[src/rtl/supdc_pkg.sv]
// shared constants for the presettable up/down counter
package supdc_pkg;

    // =========================================================
    // widths and count limits
    localparam int unsigned  COUNT_WIDTH  = 4;
    localparam logic [3:0]   COUNT_ZERO   = 4'h0;
    localparam logic [3:0]   COUNT_ONE    = 4'h1;
    localparam logic [3:0]   DECADE_MAX   = 4'h9;
    localparam logic [3:0]   BINARY_MAX   = 4'hf;

    // =========================================================
    // values after reset
    localparam logic [3:0]   COUNT_RESET  = 4'h0;
    localparam logic [1:0]   MODE_RESET   = 2'h0;

    // =========================================================
    // operating mode taken at each edge
    typedef enum logic [1:0] {
        SUPDC_HOLD = 2'b00,
        SUPDC_LOAD = 2'b01,
        SUPDC_UP   = 2'b10,
        SUPDC_DOWN = 2'b11
    } supdc_mode_t;

endpackage

[src/rtl/supdc_counter.sv]
// four-bit synchronous presettable up/down counter with look-ahead carry
// How it works
// - all four state bits change together on the rising clock edge, or clear at once when reset_n goes low.
// - decade variant counts 0 to 9, binary variant counts 0 to 15.
// - load low at an edge with clockEnable high copies the four data inputs into the state.
// - each state bit presets independently, so any pattern can load.
// - without load, count only when both active-low enables are low, else hold.
// - direction high counts up, low counts down, sampled at the edge.
// - carry output is gated by the trailing-stage enable only.
// - carry low at maximum counting up or zero counting down, else high.
// - decade variant wraps nine to zero up and zero to nine down.
// - binary variant wraps fifteen to zero up and zero to fifteen down.
// - load, enable and direction changes reach the state only at the next clock edge.
// - carry is combinational from state, direction and trailing enable.
`timescale 1ns/1ps
module supdc_counter
    import supdc_pkg::*;
#(
    parameter bit IS_DECADE = 1'b0          // 1: decade variant, 0: binary
) (
    input  wire logic clock,                    // rising-edge clock
    input  wire logic reset_n,                  // async reset, active low
    input  wire logic clockEnable,              // freezes all state when low
    input  wire logic load_n,                   // synchronous load, active low
    input  wire logic dataBit0,                 // preset data bit 0
    input  wire logic dataBit1,                 // preset data bit 1
    input  wire logic dataBit2,                 // preset data bit 2
    input  wire logic dataBit3,                 // preset data bit 3
    input  wire logic countUp,                  // 1 up, 0 down
    input  wire logic parallel_count_enable_n,  // count enable, active low
    input  wire logic trickle_count_enable_n,   // count and carry enable, active low
    output logic      count_bit0,               // state bit 0
    output logic      count_bit1,               // state bit 1
    output logic      count_bit2,               // state bit 2
    output logic      count_bit3,               // state bit 3
    output logic      ripple_carry_out_n        // carry, active low
);

    // =========================================================
    // declarations
    logic [3:0]  countState;
    logic [3:0]  presetData;
    logic [3:0]  next_countState;
    logic [3:0]  countMax;
    logic        atMax;
    logic        atZero;
    supdc_mode_t mode;

    assign countMax = IS_DECADE ? DECADE_MAX : BINARY_MAX;
    assign atMax    = (countState == countMax);
    assign atZero   = (countState == COUNT_ZERO);

    // =========================================================
    // per-bit preset path
    genvar b;
    generate
        for (b = 0; b < COUNT_WIDTH; b++) begin : g_preset
            assign presetData[b] = (b == 0) ? dataBit0 :
                                   (b == 1) ? dataBit1 :
                                   (b == 2) ? dataBit2 : dataBit3;
        end
    endgenerate

    // =========================================================
    // mode decode, acts only at the coming edge
    always_comb begin
        if (!load_n) begin
            mode = SUPDC_LOAD;
        end else if (!parallel_count_enable_n && !trickle_count_enable_n) begin
            mode = countUp ? SUPDC_UP : SUPDC_DOWN;
        end else begin
            mode = SUPDC_HOLD;
        end
    end

    // =========================================================
    // next state
    always_comb begin
        unique case (mode)
            SUPDC_LOAD: begin
                next_countState = presetData;
            end
            SUPDC_UP: begin
                if (countState >= countMax) begin
                    next_countState = COUNT_ZERO;
                end else begin
                    next_countState = countState + COUNT_ONE;
                end
            end
            SUPDC_DOWN: begin
                if (atZero) begin
                    next_countState = countMax;
                end else begin
                    next_countState = countState - COUNT_ONE;
                end
            end
            SUPDC_HOLD: begin
                next_countState = countState;
            end
        endcase
    end

    // =========================================================
    // state register, all bits on one edge
    always_ff @(posedge clock or negedge reset_n) begin
        if (!reset_n) begin
            countState <= COUNT_RESET;
        end else if (clockEnable) begin
            countState <= next_countState;
        end
    end

    assign count_bit0 = countState[0];
    assign count_bit1 = countState[1];
    assign count_bit2 = countState[2];
    assign count_bit3 = countState[3];

    // =========================================================
    // look-ahead carry, follows direction and enable at once
    always_comb begin
        if (trickle_count_enable_n) begin
            ripple_carry_out_n = 1'b1;
        end else begin
            ripple_carry_out_n = !((countUp && atMax) || (!countUp && atZero));
        end
    end

    // =========================================================
    // checks
    logic [3:0] expectUp;
    logic [3:0] expectDown;
    logic [3:0] countSeen;

    assign countSeen  = {count_bit3, count_bit2, count_bit1, count_bit0};
    assign expectUp   = (countSeen >= countMax) ? COUNT_ZERO : countSeen + COUNT_ONE;
    assign expectDown = (countSeen == COUNT_ZERO) ? countMax : countSeen - COUNT_ONE;

    a_load_copies_data: assert property (
        @(posedge clock) disable iff (!reset_n)
        (clockEnable && !load_n)
        |=> countSeen == $past({dataBit3, dataBit2, dataBit1, dataBit0}))
        else $error("load did not copy the preset data");

    a_inhibit_holds_count: assert property (
        @(posedge clock) disable iff (!reset_n)
        (clockEnable && load_n && (parallel_count_enable_n || trickle_count_enable_n))
        |=> $stable(countSeen))
        else $error("count moved while inhibited");

    a_count_up_step: assert property (
        @(posedge clock) disable iff (!reset_n)
        (clockEnable && load_n && !parallel_count_enable_n
            && !trickle_count_enable_n && countUp)
        |=> countSeen == $past(expectUp))
        else $error("up count gave the wrong value");

    a_count_down_step: assert property (
        @(posedge clock) disable iff (!reset_n)
        (clockEnable && load_n && !parallel_count_enable_n
            && !trickle_count_enable_n && !countUp)
        |=> countSeen == $past(expectDown))
        else $error("down count gave the wrong value");

    a_wrap_up_zero: assert property (
        @(posedge clock) disable iff (!reset_n)
        (clockEnable && load_n && !parallel_count_enable_n
            && !trickle_count_enable_n && countUp && countSeen == countMax)
        |=> countSeen == COUNT_ZERO)
        else $error("up count did not wrap to zero");

    a_wrap_down_max: assert property (
        @(posedge clock) disable iff (!reset_n)
        (clockEnable && load_n && !parallel_count_enable_n
            && !trickle_count_enable_n && !countUp && countSeen == COUNT_ZERO)
        |=> countSeen == countMax)
        else $error("down count did not wrap to maximum");

    a_carry_gated_off: assert property (
        @(posedge clock) disable iff (!reset_n)
        trickle_count_enable_n |-> ripple_carry_out_n)
        else $error("carry low while trickle enable high");

    a_carry_terminal: assert property (
        @(posedge clock) disable iff (!reset_n)
        !trickle_count_enable_n
        |-> (ripple_carry_out_n
             == !((countUp && countSeen == countMax) || (!countUp && countSeen == COUNT_ZERO))))
        else $error("carry does not match terminal count");

    a_carry_ends_wrap: assert property (
        @(posedge clock) disable iff (!reset_n)
        (clockEnable && load_n && !parallel_count_enable_n
            && !trickle_count_enable_n && !ripple_carry_out_n
            && $stable(countUp))
        ##1 ($stable(countUp) && !trickle_count_enable_n)
        |-> ripple_carry_out_n)
        else $error("carry stayed low after the wrap");

    a_freeze_holds: assert property (
        @(posedge clock) disable iff (!reset_n)
        !clockEnable |=> $stable(countSeen))
        else $error("state changed with clock enable low");

    a_decade_in_range: assert property (
        @(posedge clock) disable iff (!reset_n)
        (IS_DECADE && countSeen <= DECADE_MAX && load_n) |=> countSeen <= DECADE_MAX)
        else $error("decade count left its range");

    a_above_nine_up: assert property (
        @(posedge clock) disable iff (!reset_n)
        (IS_DECADE && clockEnable && load_n && !parallel_count_enable_n
            && !trickle_count_enable_n && countUp && countSeen > DECADE_MAX)
        |=> countSeen == COUNT_ZERO)
        else $error("decade count above nine did not return to zero");

    a_carry_at_zero: assert property (
        @(posedge clock) disable iff (!reset_n)
        (!trickle_count_enable_n && countSeen == COUNT_ZERO) |-> ripple_carry_out_n == countUp)
        else $error("carry did not follow direction at zero");

endmodule

[config.mk]
export PLATFORM = sky130hd
export DESIGN_NAME = supdc_counter
export DESIGN_NICKNAME = d
export VERILOG_FILES = /design/src/rtl/supdc_pkg.sv /design/src/rtl/supdc_counter.sv
export SDC_FILE = /design/constraint.sdc
export NUM_CORES = 1
export LEC_CHECK = 0
export BUFFER_PORTS_ARGS = -buffer_cell sky130_fd_sc_hd__buf_2
export CORE_AREA = 8 8 45 47
export DETAILED_ROUTE_END_ITERATION = 12
export DIE_AREA = 0 0 53 55
export PLACE_DENSITY = 0.6
export SYNTH_ARGS = -nofsm -noshare
export SYNTH_HDL_FRONTEND = slang
export SYNTH_SLANG_ARGS = --single-unit
[constraint.sdc]
create_clock -name clock -period 2.7 [get_ports clock]
set_input_delay 0 -clock clock [delete_from_list [all_inputs] [get_ports clock]]
set_output_delay 0 -clock clock [all_outputs]
set_load 0.005 [all_outputs]
==> flow_summary_export.csv, run 1 <==
group,metric,value,unit
final_layout,reg_top3,"countSeen (4)",
final_layout,num-nets-final,78,
global_routing,grt_max_degree,9,
detailed_routing,ant_nets,0,
detailed_routing,vias,417,
logic_synthesis,syn_nets,58,
place,dp_hpwl,824,um
final_layout,final_common_cell,"buf_2",
die,die_area,0.00292,sq mm
logic_synthesis,syn_area,360,sq um
critical_path,worstSetupStartpoint,"countSeen[1]",
final_layout,largest_reg_flops,4,
detailed_routing,vias_per_cell,5.28,
timing,max_slew_margin,70.1,%
timing,fin_skew,1.87,ps
die,io_pins,16,
critical_path,arrival,1740,ps
cts,clkLatencyLatePin,230,ps
logic_synthesis,synth_area_leaders,"dfrtp_1, a21oi_1, ha_1",
critical_path,worst-path-max-fanout,6,
global_routing,antenna_found_initial,0,
logic_synthesis,synth_top_area_share,27.8,%
critical_path,start_kind,"flop",
cts,clkTransAtPathRegs,40,ps
min_path,hp-start,"clockEnable",
detailed_routing,dr.first_iter.drc_count,9,
detailed_routing,firstDrtPassIters,4,
critical_path,cp-end-kind,"output port",
power_and_ir_drop,p_leak,0.000226,uW
cts,cts.sinks,4,
logic_synthesis,synth.yosys.seq_area_share,27.8,%
final_layout,top_register,"countSeen",
detailed_routing,wl_per_cell,12.9,um
die,fp.dieW,53,um
logic_synthesis,synth-seq-cells,4,
power_and_ir_drop,vdd.ir_drop.worst,0.000259,V
place,port_buffers,15,
cts,cts_max_level,1,
min_path,hold_path_class,"input pin to flop",
cts,postCtsSetupBuffers,0,
run_status,status,"completed",
logic_synthesis,yosys.area.top_type,"dfrtp_1",
timing,finalSetupViolCount,0,
final_layout,drive_gt1_share,36.5,%
global_routing,grt_pass1_wl,1570,um
cts,cts_buffer_depth,2,
final_layout,final_cell_mix,"buf_2, o21ai_0, a21oi_1",
cts,cts_buffers,3,
final_layout,final_area,484,sq um
final_layout,area_growth_syn_to_layout,34.4,%
critical_path,crit_chain,"inv_1 > ha_1 > nand2b_1 > or3_2 > a21o_1 > buf_2",
critical_path,rr_startpoint,"countSeen[1]",
die,core,0.00138,sq mm
place,gp_congestion,0.784,
cts,cts_tree,"built",
timing,fin_tns_setup,0,ps
power_and_ir_drop,cellPowerDensity,498,mW/mm^2
die,die_h,55,um
run,drv_cap,0,
critical_path,path_class,"flop to output port",
die,initial_core_util,26.0,%
logic_synthesis,yosysUniqueCellTypes,24,
global_routing,grt_pass1_vias,377,
critical_path,cpPeakStageDelay,430,ps
timing,maxClockFrequency,574,MHz
logic_synthesis,synth.avg_cell_area,8.01,sq um
power_and_ir_drop,p_total,241,uW
place,placedInstanceArea,452,sq um
timing,hold_viol,0,
critical_path,path_buf_inv,2,
logic_synthesis,netlist_instances,45,
timing,post-route-min-period,1740,ps
cts,root_buffer,"clkbuf_4",
timing,maxSlewViolCount,0,
timing,rsz0062_at_grt,"no",
logic_synthesis,synth-warning-count,0,
place,numPlacedInstances,75,
critical_path,cpLargestDelayFamily,"simple AND/OR/NAND/NOR gates",
final_layout,antenna_cells,0,
timing,tightest_slew,446,ps
die,row_count,14,
final_layout,stdcell_count,79,
detailed_routing,drt_drc_violations_left,0,
global_routing,overflow,0,
timing,min_period_over_period,64.6,%
detailed_routing,wl,1020,um
global_routing,grt.total_usage,7.00,%
critical_path,worstPathRequired,2700,ps
final_layout,fill_cells,162,
critical_path,slowest_stage,"or3_2",
-- what timing repair did --
action                    4_1_cts  5_1_grt
resized for setup               0        0
hold buffers                    1        0
hold endpoints to repair        4        0
-- final timing paths --
kind,endpoint,slack (ps),depth (start not counted)
max,ripple_carry_out_n,960,6
min,countSeen[3],20,2
max reg2reg,countSeen[0],1040,6
min reg2reg,countSeen[1],650,2
max in group asynchronous,countSeen[0],2480,2
min in group asynchronous,countSeen[1],100,2
-- layer usage --
metal	global-route usage [%]	part of all wire, %	up-vias
met4	1.29	0	0
li1	-	-	209
met3	4.55	15	0
met1	8.38	42	184
met5	0	0	-
met2	10.4	43	24
-- final cells by class --
cell class,count,area (sq um),area share (%)
Inverter,5,18.8,3.88
Clock buffer,3,22.5,4.65
Multi-Input combinational cell,35,238,49.1
Timing Repair Buffer,16,85.1,17.6
Sequential cell,4,100,20.7
Tap cell,16,20.0,4.13
-- logic make-up after synthesis --
group / share of synthesized area, %
AOI/OAI and AO/OA: 36.5
xor gates and xnor gates: 2.43
adders and majority gates: 6.94
buffers and inverters: 6.25
DFF: 27.8
and+or+nand+nor: 20.1
-- Yosys cell counts --
| cell | count |
|---|---|
| nand2_1 | 3 |
| o21ai_0 | 5 |
| clkbuf_1 | 1 |
| a21o_1 | 2 |
| xnor2_1 | 1 |
| a31o_2 | 1 |
| dfrtp_1 | 4 |
| o311a_1 | 1 |
| a21oi_1 | 5 |
| nor4b_1 | 2 |
| nand2b_1 | 1 |
| a221oi_1 | 1 |
| a22oi_1 | 1 |
| nor3_1 | 1 |
| inv_1 | 3 |
| a221oi_2 | 1 |
| inv_2 | 2 |
| o21bai_1 | 1 |
| nand4_1 | 1 |
| or3_2 | 1 |
| or4_1 | 1 |
| a32oi_1 | 1 |
| nor2_1 | 3 |
| ha_1 | 2 |
-- through the flow --
| stage | setup slack [ps] | utilization [%] | hold slack (ps) |
|---|---|---|---|
| 3_3_place_gp | 1070 | 32.6 | -192 |
| 5_1_grt | 856 | 35.0 | 15.4 |
| 2_1_floorplan | 1140 | - | -296 |
| 6_report | 957 | 35.0 | 17.2 |
| 3_5_place_dp | 1040 | 32.6 | -192 |
| 4_1_cts | 947 | 35.0 | 10.1 |
-- power by group --
group          switching, uW  internal [uW]  total, uW
clock network           22.9           49.6       72.5
logic                   43.2           40.3       83.5
registers               16.0           69.2       85.2
total                   82.2            159        241
Power figures use the tool's default switching activity.
==> run 2: changes to the inputs <==
ABC_AREA = 1   (was unset)
PLACE_DENSITY = 0.64   (was 0.6)
clock period = 1.7 ns   (was 2.7 ns; I/O delays follow)
==> run 2 against run 1 <==
Cell count rose by 37%. Die area did not move. Global-route usage rose by 1.4 points. Core utilization rose by 4.5 points. Combinational power rose by 64%. Worst hold slack improved by 87 ps. Clock skew fell by 0.60 ps. Non-clock buffer count did not move. Critical path type unchanged. Setup slack got worse by 660 ps.
==> flow_summary_export.csv, run 2 <==
group,metric,value,unit
run_status,status,"completed",
power_and_ir_drop,vdd.ir_drop.worst,0.000397,V
run,drv_cap,0,
critical_path,cpLargestDelayFamily,"flip-flops",
final_layout,area_growth_syn_to_layout,30.4,%
detailed_routing,firstDrtPassIters,4,
logic_synthesis,synth_area_leaders,"dfrtp_1, nor2_1, nand2_1",
final_layout,reg_top3,"countSeen (4)",
logic_synthesis,synth.avg_cell_area,5.74,sq um
die,die_area,0.00292,sq mm
logic_synthesis,syn_area,419,sq um
timing,maxClockFrequency,714,MHz
detailed_routing,drt_drc_violations_left,0,
power_and_ir_drop,cellPowerDensity,708,mW/mm^2
cts,cts_tree,"built",
cts,cts_buffer_depth,2,
logic_synthesis,synth_edf_count,0,
final_layout,drive_gt1_share,29.3,%
cts,postCtsSetupBuffers,0,
critical_path,worstPathRequired,1700,ps
cts,cts_max_level,1,
detailed_routing,wl,1040,um
final_layout,largest_reg_flops,4,
timing,whs,104,ps
power_and_ir_drop,p_leak,0.000309,uW
global_routing,overflow,0,
timing,min_period_over_period,82.4,%
place,port_buffers,15,
global_routing,gr-usage-met1,7.95,%
die,io_pins,16,
timing,post-route-min-period,1400,ps
critical_path,slowest_stage,"dfrtp_1",
logic_synthesis,yosys.area.top_type,"dfrtp_1",
timing,setup_ws,298,ps
final_layout,final_cell_mix,"nor2_1, nand2_1, buf_2",
timing,tightest_slew,253,ps
logic_synthesis,synth-main-ff-cell,"dfrtp_1",
logic_synthesis,syn_nets,86,
logic_synthesis,ys_top_cells_by_count,"nor2_1, nand2_1, inv_1, nand3_1, dfrtp_1",
cts,clkLatencyLatePin,230,ps
die,core,0.00138,sq mm
global_routing,grt.total_usage,8.38,%
detailed_routing,ant_nets,0,
cts,cts_buffers,3,
final_layout,num-nets-final,107,
final_layout,final_common_cell,"nor2_1",
logic_synthesis,synth.most_common_cell,"nor2_1",
critical_path,cpPeakStageDelay,430,ps
critical_path,start_kind,"flop",
power_and_ir_drop,p_total,387,uW
detailed_routing,vias,489,
place,gp_congestion,0.788,
timing,maxSlewViolCount,0,
critical_path,path_buf_inv,2,
logic_synthesis,yosysUniqueCellTypes,16,
final_layout,top_register,"countSeen",
global_routing,top_usage_layer,"met2",
place,place_ws,404,ps
timing,rsz0062_at_grt,"no",
critical_path,arrival,1400,ps
critical_path,crit_chain,"inv_1 > ha_1 > nand2_2 > nor2_1 > o21ai_0 > buf_2",
global_routing,grt_max_degree,9,
global_routing,antenna_found_initial,0,
timing,fin_skew,1.27,ps
place,dp_hpwl,887,um
timing,hold_viol,0,
logic_synthesis,netlist_instances,73,
final_layout,antenna_cells,0,
global_routing,grtUsageMet3,2.41,%
global_routing,met2_usage,15.8,%
logic_synthesis,async_reset_ff_share,100,%
timing,finalSetupViolCount,0,
logic_synthesis,synth_top_area_share,23.9,%
detailed_routing,vias_per_cell,4.53,
logic_synthesis,synth.yosys.seq_area_share,23.9,%
global_routing,grt_pass1_wl,1910,um
min_path,hold_path_class,"input pin to asynchronous set/reset pin",
detailed_routing,wl_per_cell,9.62,um
die,die_h,55,um
critical_path,path_class,"flop to output port",
logic_synthesis,synth-warning-count,0,
logic_synthesis,synth-seq-cells,4,
die,fp.dieW,53,um
timing,fin_tns_setup,0,ps
timing,max_slew_margin,83.2,%
detailed_routing,dr.first_iter.drc_count,8,
cts,root_buffer,"clkbuf_4",
critical_path,worst-path-max-fanout,7,
cts,cts.sinks,4,
cts,clkTransAtPathRegs,40,ps
die,row_count,14,
critical_path,cp-end-kind,"output port",
global_routing,grt_pass1_vias,502,
die,initial_core_util,30.3,%
run 2: changes by cell type in the layout (fill, tap and decap cells not counted), moves of 3 or more:
cell / change
inv_1: +7
nand2_1: +12
nand2_2: +3
nand3_1: +6
nor2_1: +13
nor2_2: +3
o21ai_0: -4
run 2: kinds of logic (layout without fill, tap and decap cells):
| kind of cell | count (synthesis) | after routing | share of synthesized area (%) |
|---|---|---|---|
| flip-flops | 4 | 4 | 23.9 |
| AO/OA/AOI/OAI | 7 | 7 | 8.95 |
| buffers and inverters | 13 | 32 | 11.6 |
| AND/OR/NAND/NOR | 47 | 47 | 49.6 |
| adder cells (fa/ha/maj) | 2 | 2 | 5.97 |
run 2: path summary, 6_finish.rpt:
path | startpoint | endpoint | slack (ps) | cells past startpoint
min in group clock | dataBit1 | countSeen[1] | 110 | 5
hold / removal | reset_n | countSeen[3] | 100 | 2
setup reg to reg | countSeen[0] | countSeen[2] | 380 | 8
hold reg to reg | countSeen[1] | countSeen[1] | 630 | 2
max in group asynchronous | reset_n | countSeen[1] | 1480 | 2
setup / recovery | countSeen[0] | ripple_carry_out_n | 300 | 6
run 2: what timing repair did:
item | 4_1_cts | 5_1_grt
hold buffers | 1 | 0
endpoints found under the hold margin | 4 | 0
gates resized for setup | 0 | 0
run 2: cell type report:
cell class,instances,area (sq um)
Fill cell,157,837
Sequential cell,4,100
Multi-Input combinational cell,56,270
Inverter,13,48.8
Tap cell,16,20.0
Clock buffer,3,22.5
Timing Repair Buffer,16,85.1
run 2: worst register-to-register path: cells and delay by family, from the launching register on:
kind,cells,cell delay (ps)
fa+ha+maj,1,230
buf+inv,3,180
simple gates,3,230
compound gates,1,130
flops,1,430
run 2: power by group:
group          total [uW]  switching (uW)  leakage (uW)  internal [uW]
logic                 137            76.8      0.000249           59.8
clock network         112            33.7     0.0000138           78.6
registers             138            28.1     0.0000461            110
run 2: layer usage:
metal / part of all wire [%] / vias to the layer above
li1: - / 270
met1: 41 / 211
met2: 55 / 8
met3: 4.7 / 0
met4: 0 / 0
met5: 0 / -
run 2: stage by stage:
step / area, sq um / cells / utilization (%)
finish: 547 / 108 / 39.5
detailed placement: 514 / 104 / 37.2
CTS: 547 / 108 / 39.5
floorplan: 419 / 73 / -
global placement: 514 / 104 / 37.2
global route: 547 / 108 / 39.5
==> run 3: changes to the inputs <==
clock period = 1.4 ns   (was 1.7 ns; I/O delays follow)
==> run 3 against run 2 <==
Non-clock buffer count grew 2. Clock skew is 0.80 ps lower. Cell count increased by 1.9%. Via count increased by 3.7%. Clock power rose by 25%. Combinational power is 42% higher.
==> flow_summary_export.csv, run 3 (same netlist as run 2, synthesis figures left out) <==
group,metric,value,unit
run_status,status,"completed",
power_and_ir_drop,intPower,316,uW
detailed_routing,ant_nets,0,
die,fp.dieW,53,um
timing,post-route-min-period,1310,ps
detailed_routing,firstDrtPassIters,3,
critical_path,start_kind,"flop",
final_layout,area_growth_syn_to_layout,36.1,%
cts,clkLatencyLatePin,230,ps
timing,finalSetupViolCount,0,
detailed_routing,vias,507,
power_and_ir_drop,cellPowerDensity,874,mW/mm^2
global_routing,grt_pass1_vias,516,
cts,cts_buffers,3,
final_layout,drive_gt1_share,35.1,%
critical_path,worst-path-max-fanout,4,
critical_path,rr_startpoint,"countSeen[1]",
cts,cts.sinks,4,
die,die_area,0.00292,sq mm
final_layout,top_register,"countSeen",
power_and_ir_drop,swShare,36.7,%
critical_path,r2r_setup_slack,150,ps
die,die_h,55,um
timing,tightest_slew,261,ps
power_and_ir_drop,clock_power_share,28.0,%
final_layout,antenna_cells,0,
global_routing,grt_pass1_wl,2040,um
run,drv_cap,0,
place,gp_congestion,0.786,
cts,clkTransAtPathRegs,40,ps
critical_path,arrival,1310,ps
power_and_ir_drop,vdd.ir_drop.worst,0.000507,V
detailed_routing,wl,1150,um
global_routing,overflow,0,
final_layout,final_cell_mix,"nand2_1, nor2_1, buf_2",
timing,max_slew_margin,82.6,%
cts,cts_max_level,1,
power_and_ir_drop,combPwrFrac,38.9,%
cts,cts_tree,"built",
die,initial_core_util,30.3,%
final_layout,largest_reg_flops,4,
detailed_routing,vias_per_cell,4.61,
cts,root_buffer,"clkbuf_4",
die,io_pins,16,
power_and_ir_drop,p_switching,183,uW
place,dp_hpwl,921,um
min_path,hold_path_class,"input pin to asynchronous set/reset pin",
power_and_ir_drop,p_leak,0.000316,uW
global_routing,grt.total_usage,9.04,%
critical_path,timing.rr.end,"countSeen[2]",
cts,cts_buffer_depth,2,
critical_path,r2r_cells,8,
detailed_routing,dr.first_iter.drc_count,2,
timing,maxClockFrequency,761,MHz
detailed_routing,drt_drc_violations_left,0,
timing,fin_skew,0.472,ps
final_layout,reg_top3,"countSeen (4)",
place,port_buffers,15,
timing,min_period_over_period,93.9,%
timing,maxSlewViolCount,0,
power_and_ir_drop,p_total,499,uW
critical_path,cp-end-kind,"output port",
die,row_count,14,
final_layout,num-nets-final,109,
critical_path,worstPathRequired,1400,ps
power_and_ir_drop,pwr-share-seq,33.0,%
timing,hold_viol,0,
critical_path,path_class,"flop to output port",
detailed_routing,wl_per_cell,10.4,um
die,core,0.00138,sq mm
global_routing,antenna_found_initial,0,
global_routing,grt_max_degree,9,
final_layout,finish.utilization,41.2,%
==> run 3: repair_timing <==
action                     in CTS  in global routing
setup endpoints to repair       1                  1
hold buffers                    1                  0
pin swaps                       0                  1
buffers inserted                1                  0
cloned                          0                  0
hold endpoints to repair        4                  0
gates resized for setup         0                  5
==> run 3: final cells by class <==
class,count,area [sq um]
clock buffers,3,22.5
fillers,152,813
inverters,13,48.8
multi-input cells,56,279
flip-flops and latches,4,100
well taps,16,20.0
repair buffers,18,100
==> run 3: power groups by stage <==
stage | clock, uW | sequential, uW | combinational [uW]
final | 140 | 165 | 194
after global routing | 158 | 168 | 224
after CTS | 148 | 161 | 189
after detailed placement | 0 | 166 | 177
after global placement | 0 | 166 | 174
after floorplan | 0 | 165 | 104
==> run 3: layer usage <==
layer / up-vias / global-route usage [%] / part of all wire [%]
met4: 0 / 6.90 / 3.4
li1: 274 / - / -
met3: 4 / 2.14 / 3.6
met1: 217 / 8.88 / 41
met5: - / 0 / 0
met2: 12 / 16.2 / 52
==> run 3: stage by stage <==
stage,TNS (ps),area [sq um],setup slack (ps),std cells,hold WS (ps)
after global routing,-8.66,571,-8.66,110,97.0
after floorplan,0,419,182,73,-296
after global placement,0,522,130,105,-190
after CTS,0,562,41.6,110,90.0
final,0,571,85.9,110,97.6
after detailed placement,0,522,88.9,105,-192
==> run 3: worst max-delay path by stage <==
stage	startpoint	end	slack (ps)	depth (start not counted)
detailed placement	countSeen[0]	countSeen[3]	90	8
floorplan	countSeen[0]	countSeen[3]	180	8
finish	countSeen[1]	ripple_carry_out_n	90	5
global placement	countSeen[0]	countSeen[3]	130	8
CTS	countSeen[0]	ripple_carry_out_n	40	6
global route	countSeen[1]	ripple_carry_out_n	-9	5
==> run 3: worst max-delay path, stage by stage (launching register included) <==
cell     delay, ps
dfrtp_1        400
ha_2           220
nand3_1        130
a21oi_2        140
o21ai_1         60
buf_2          120
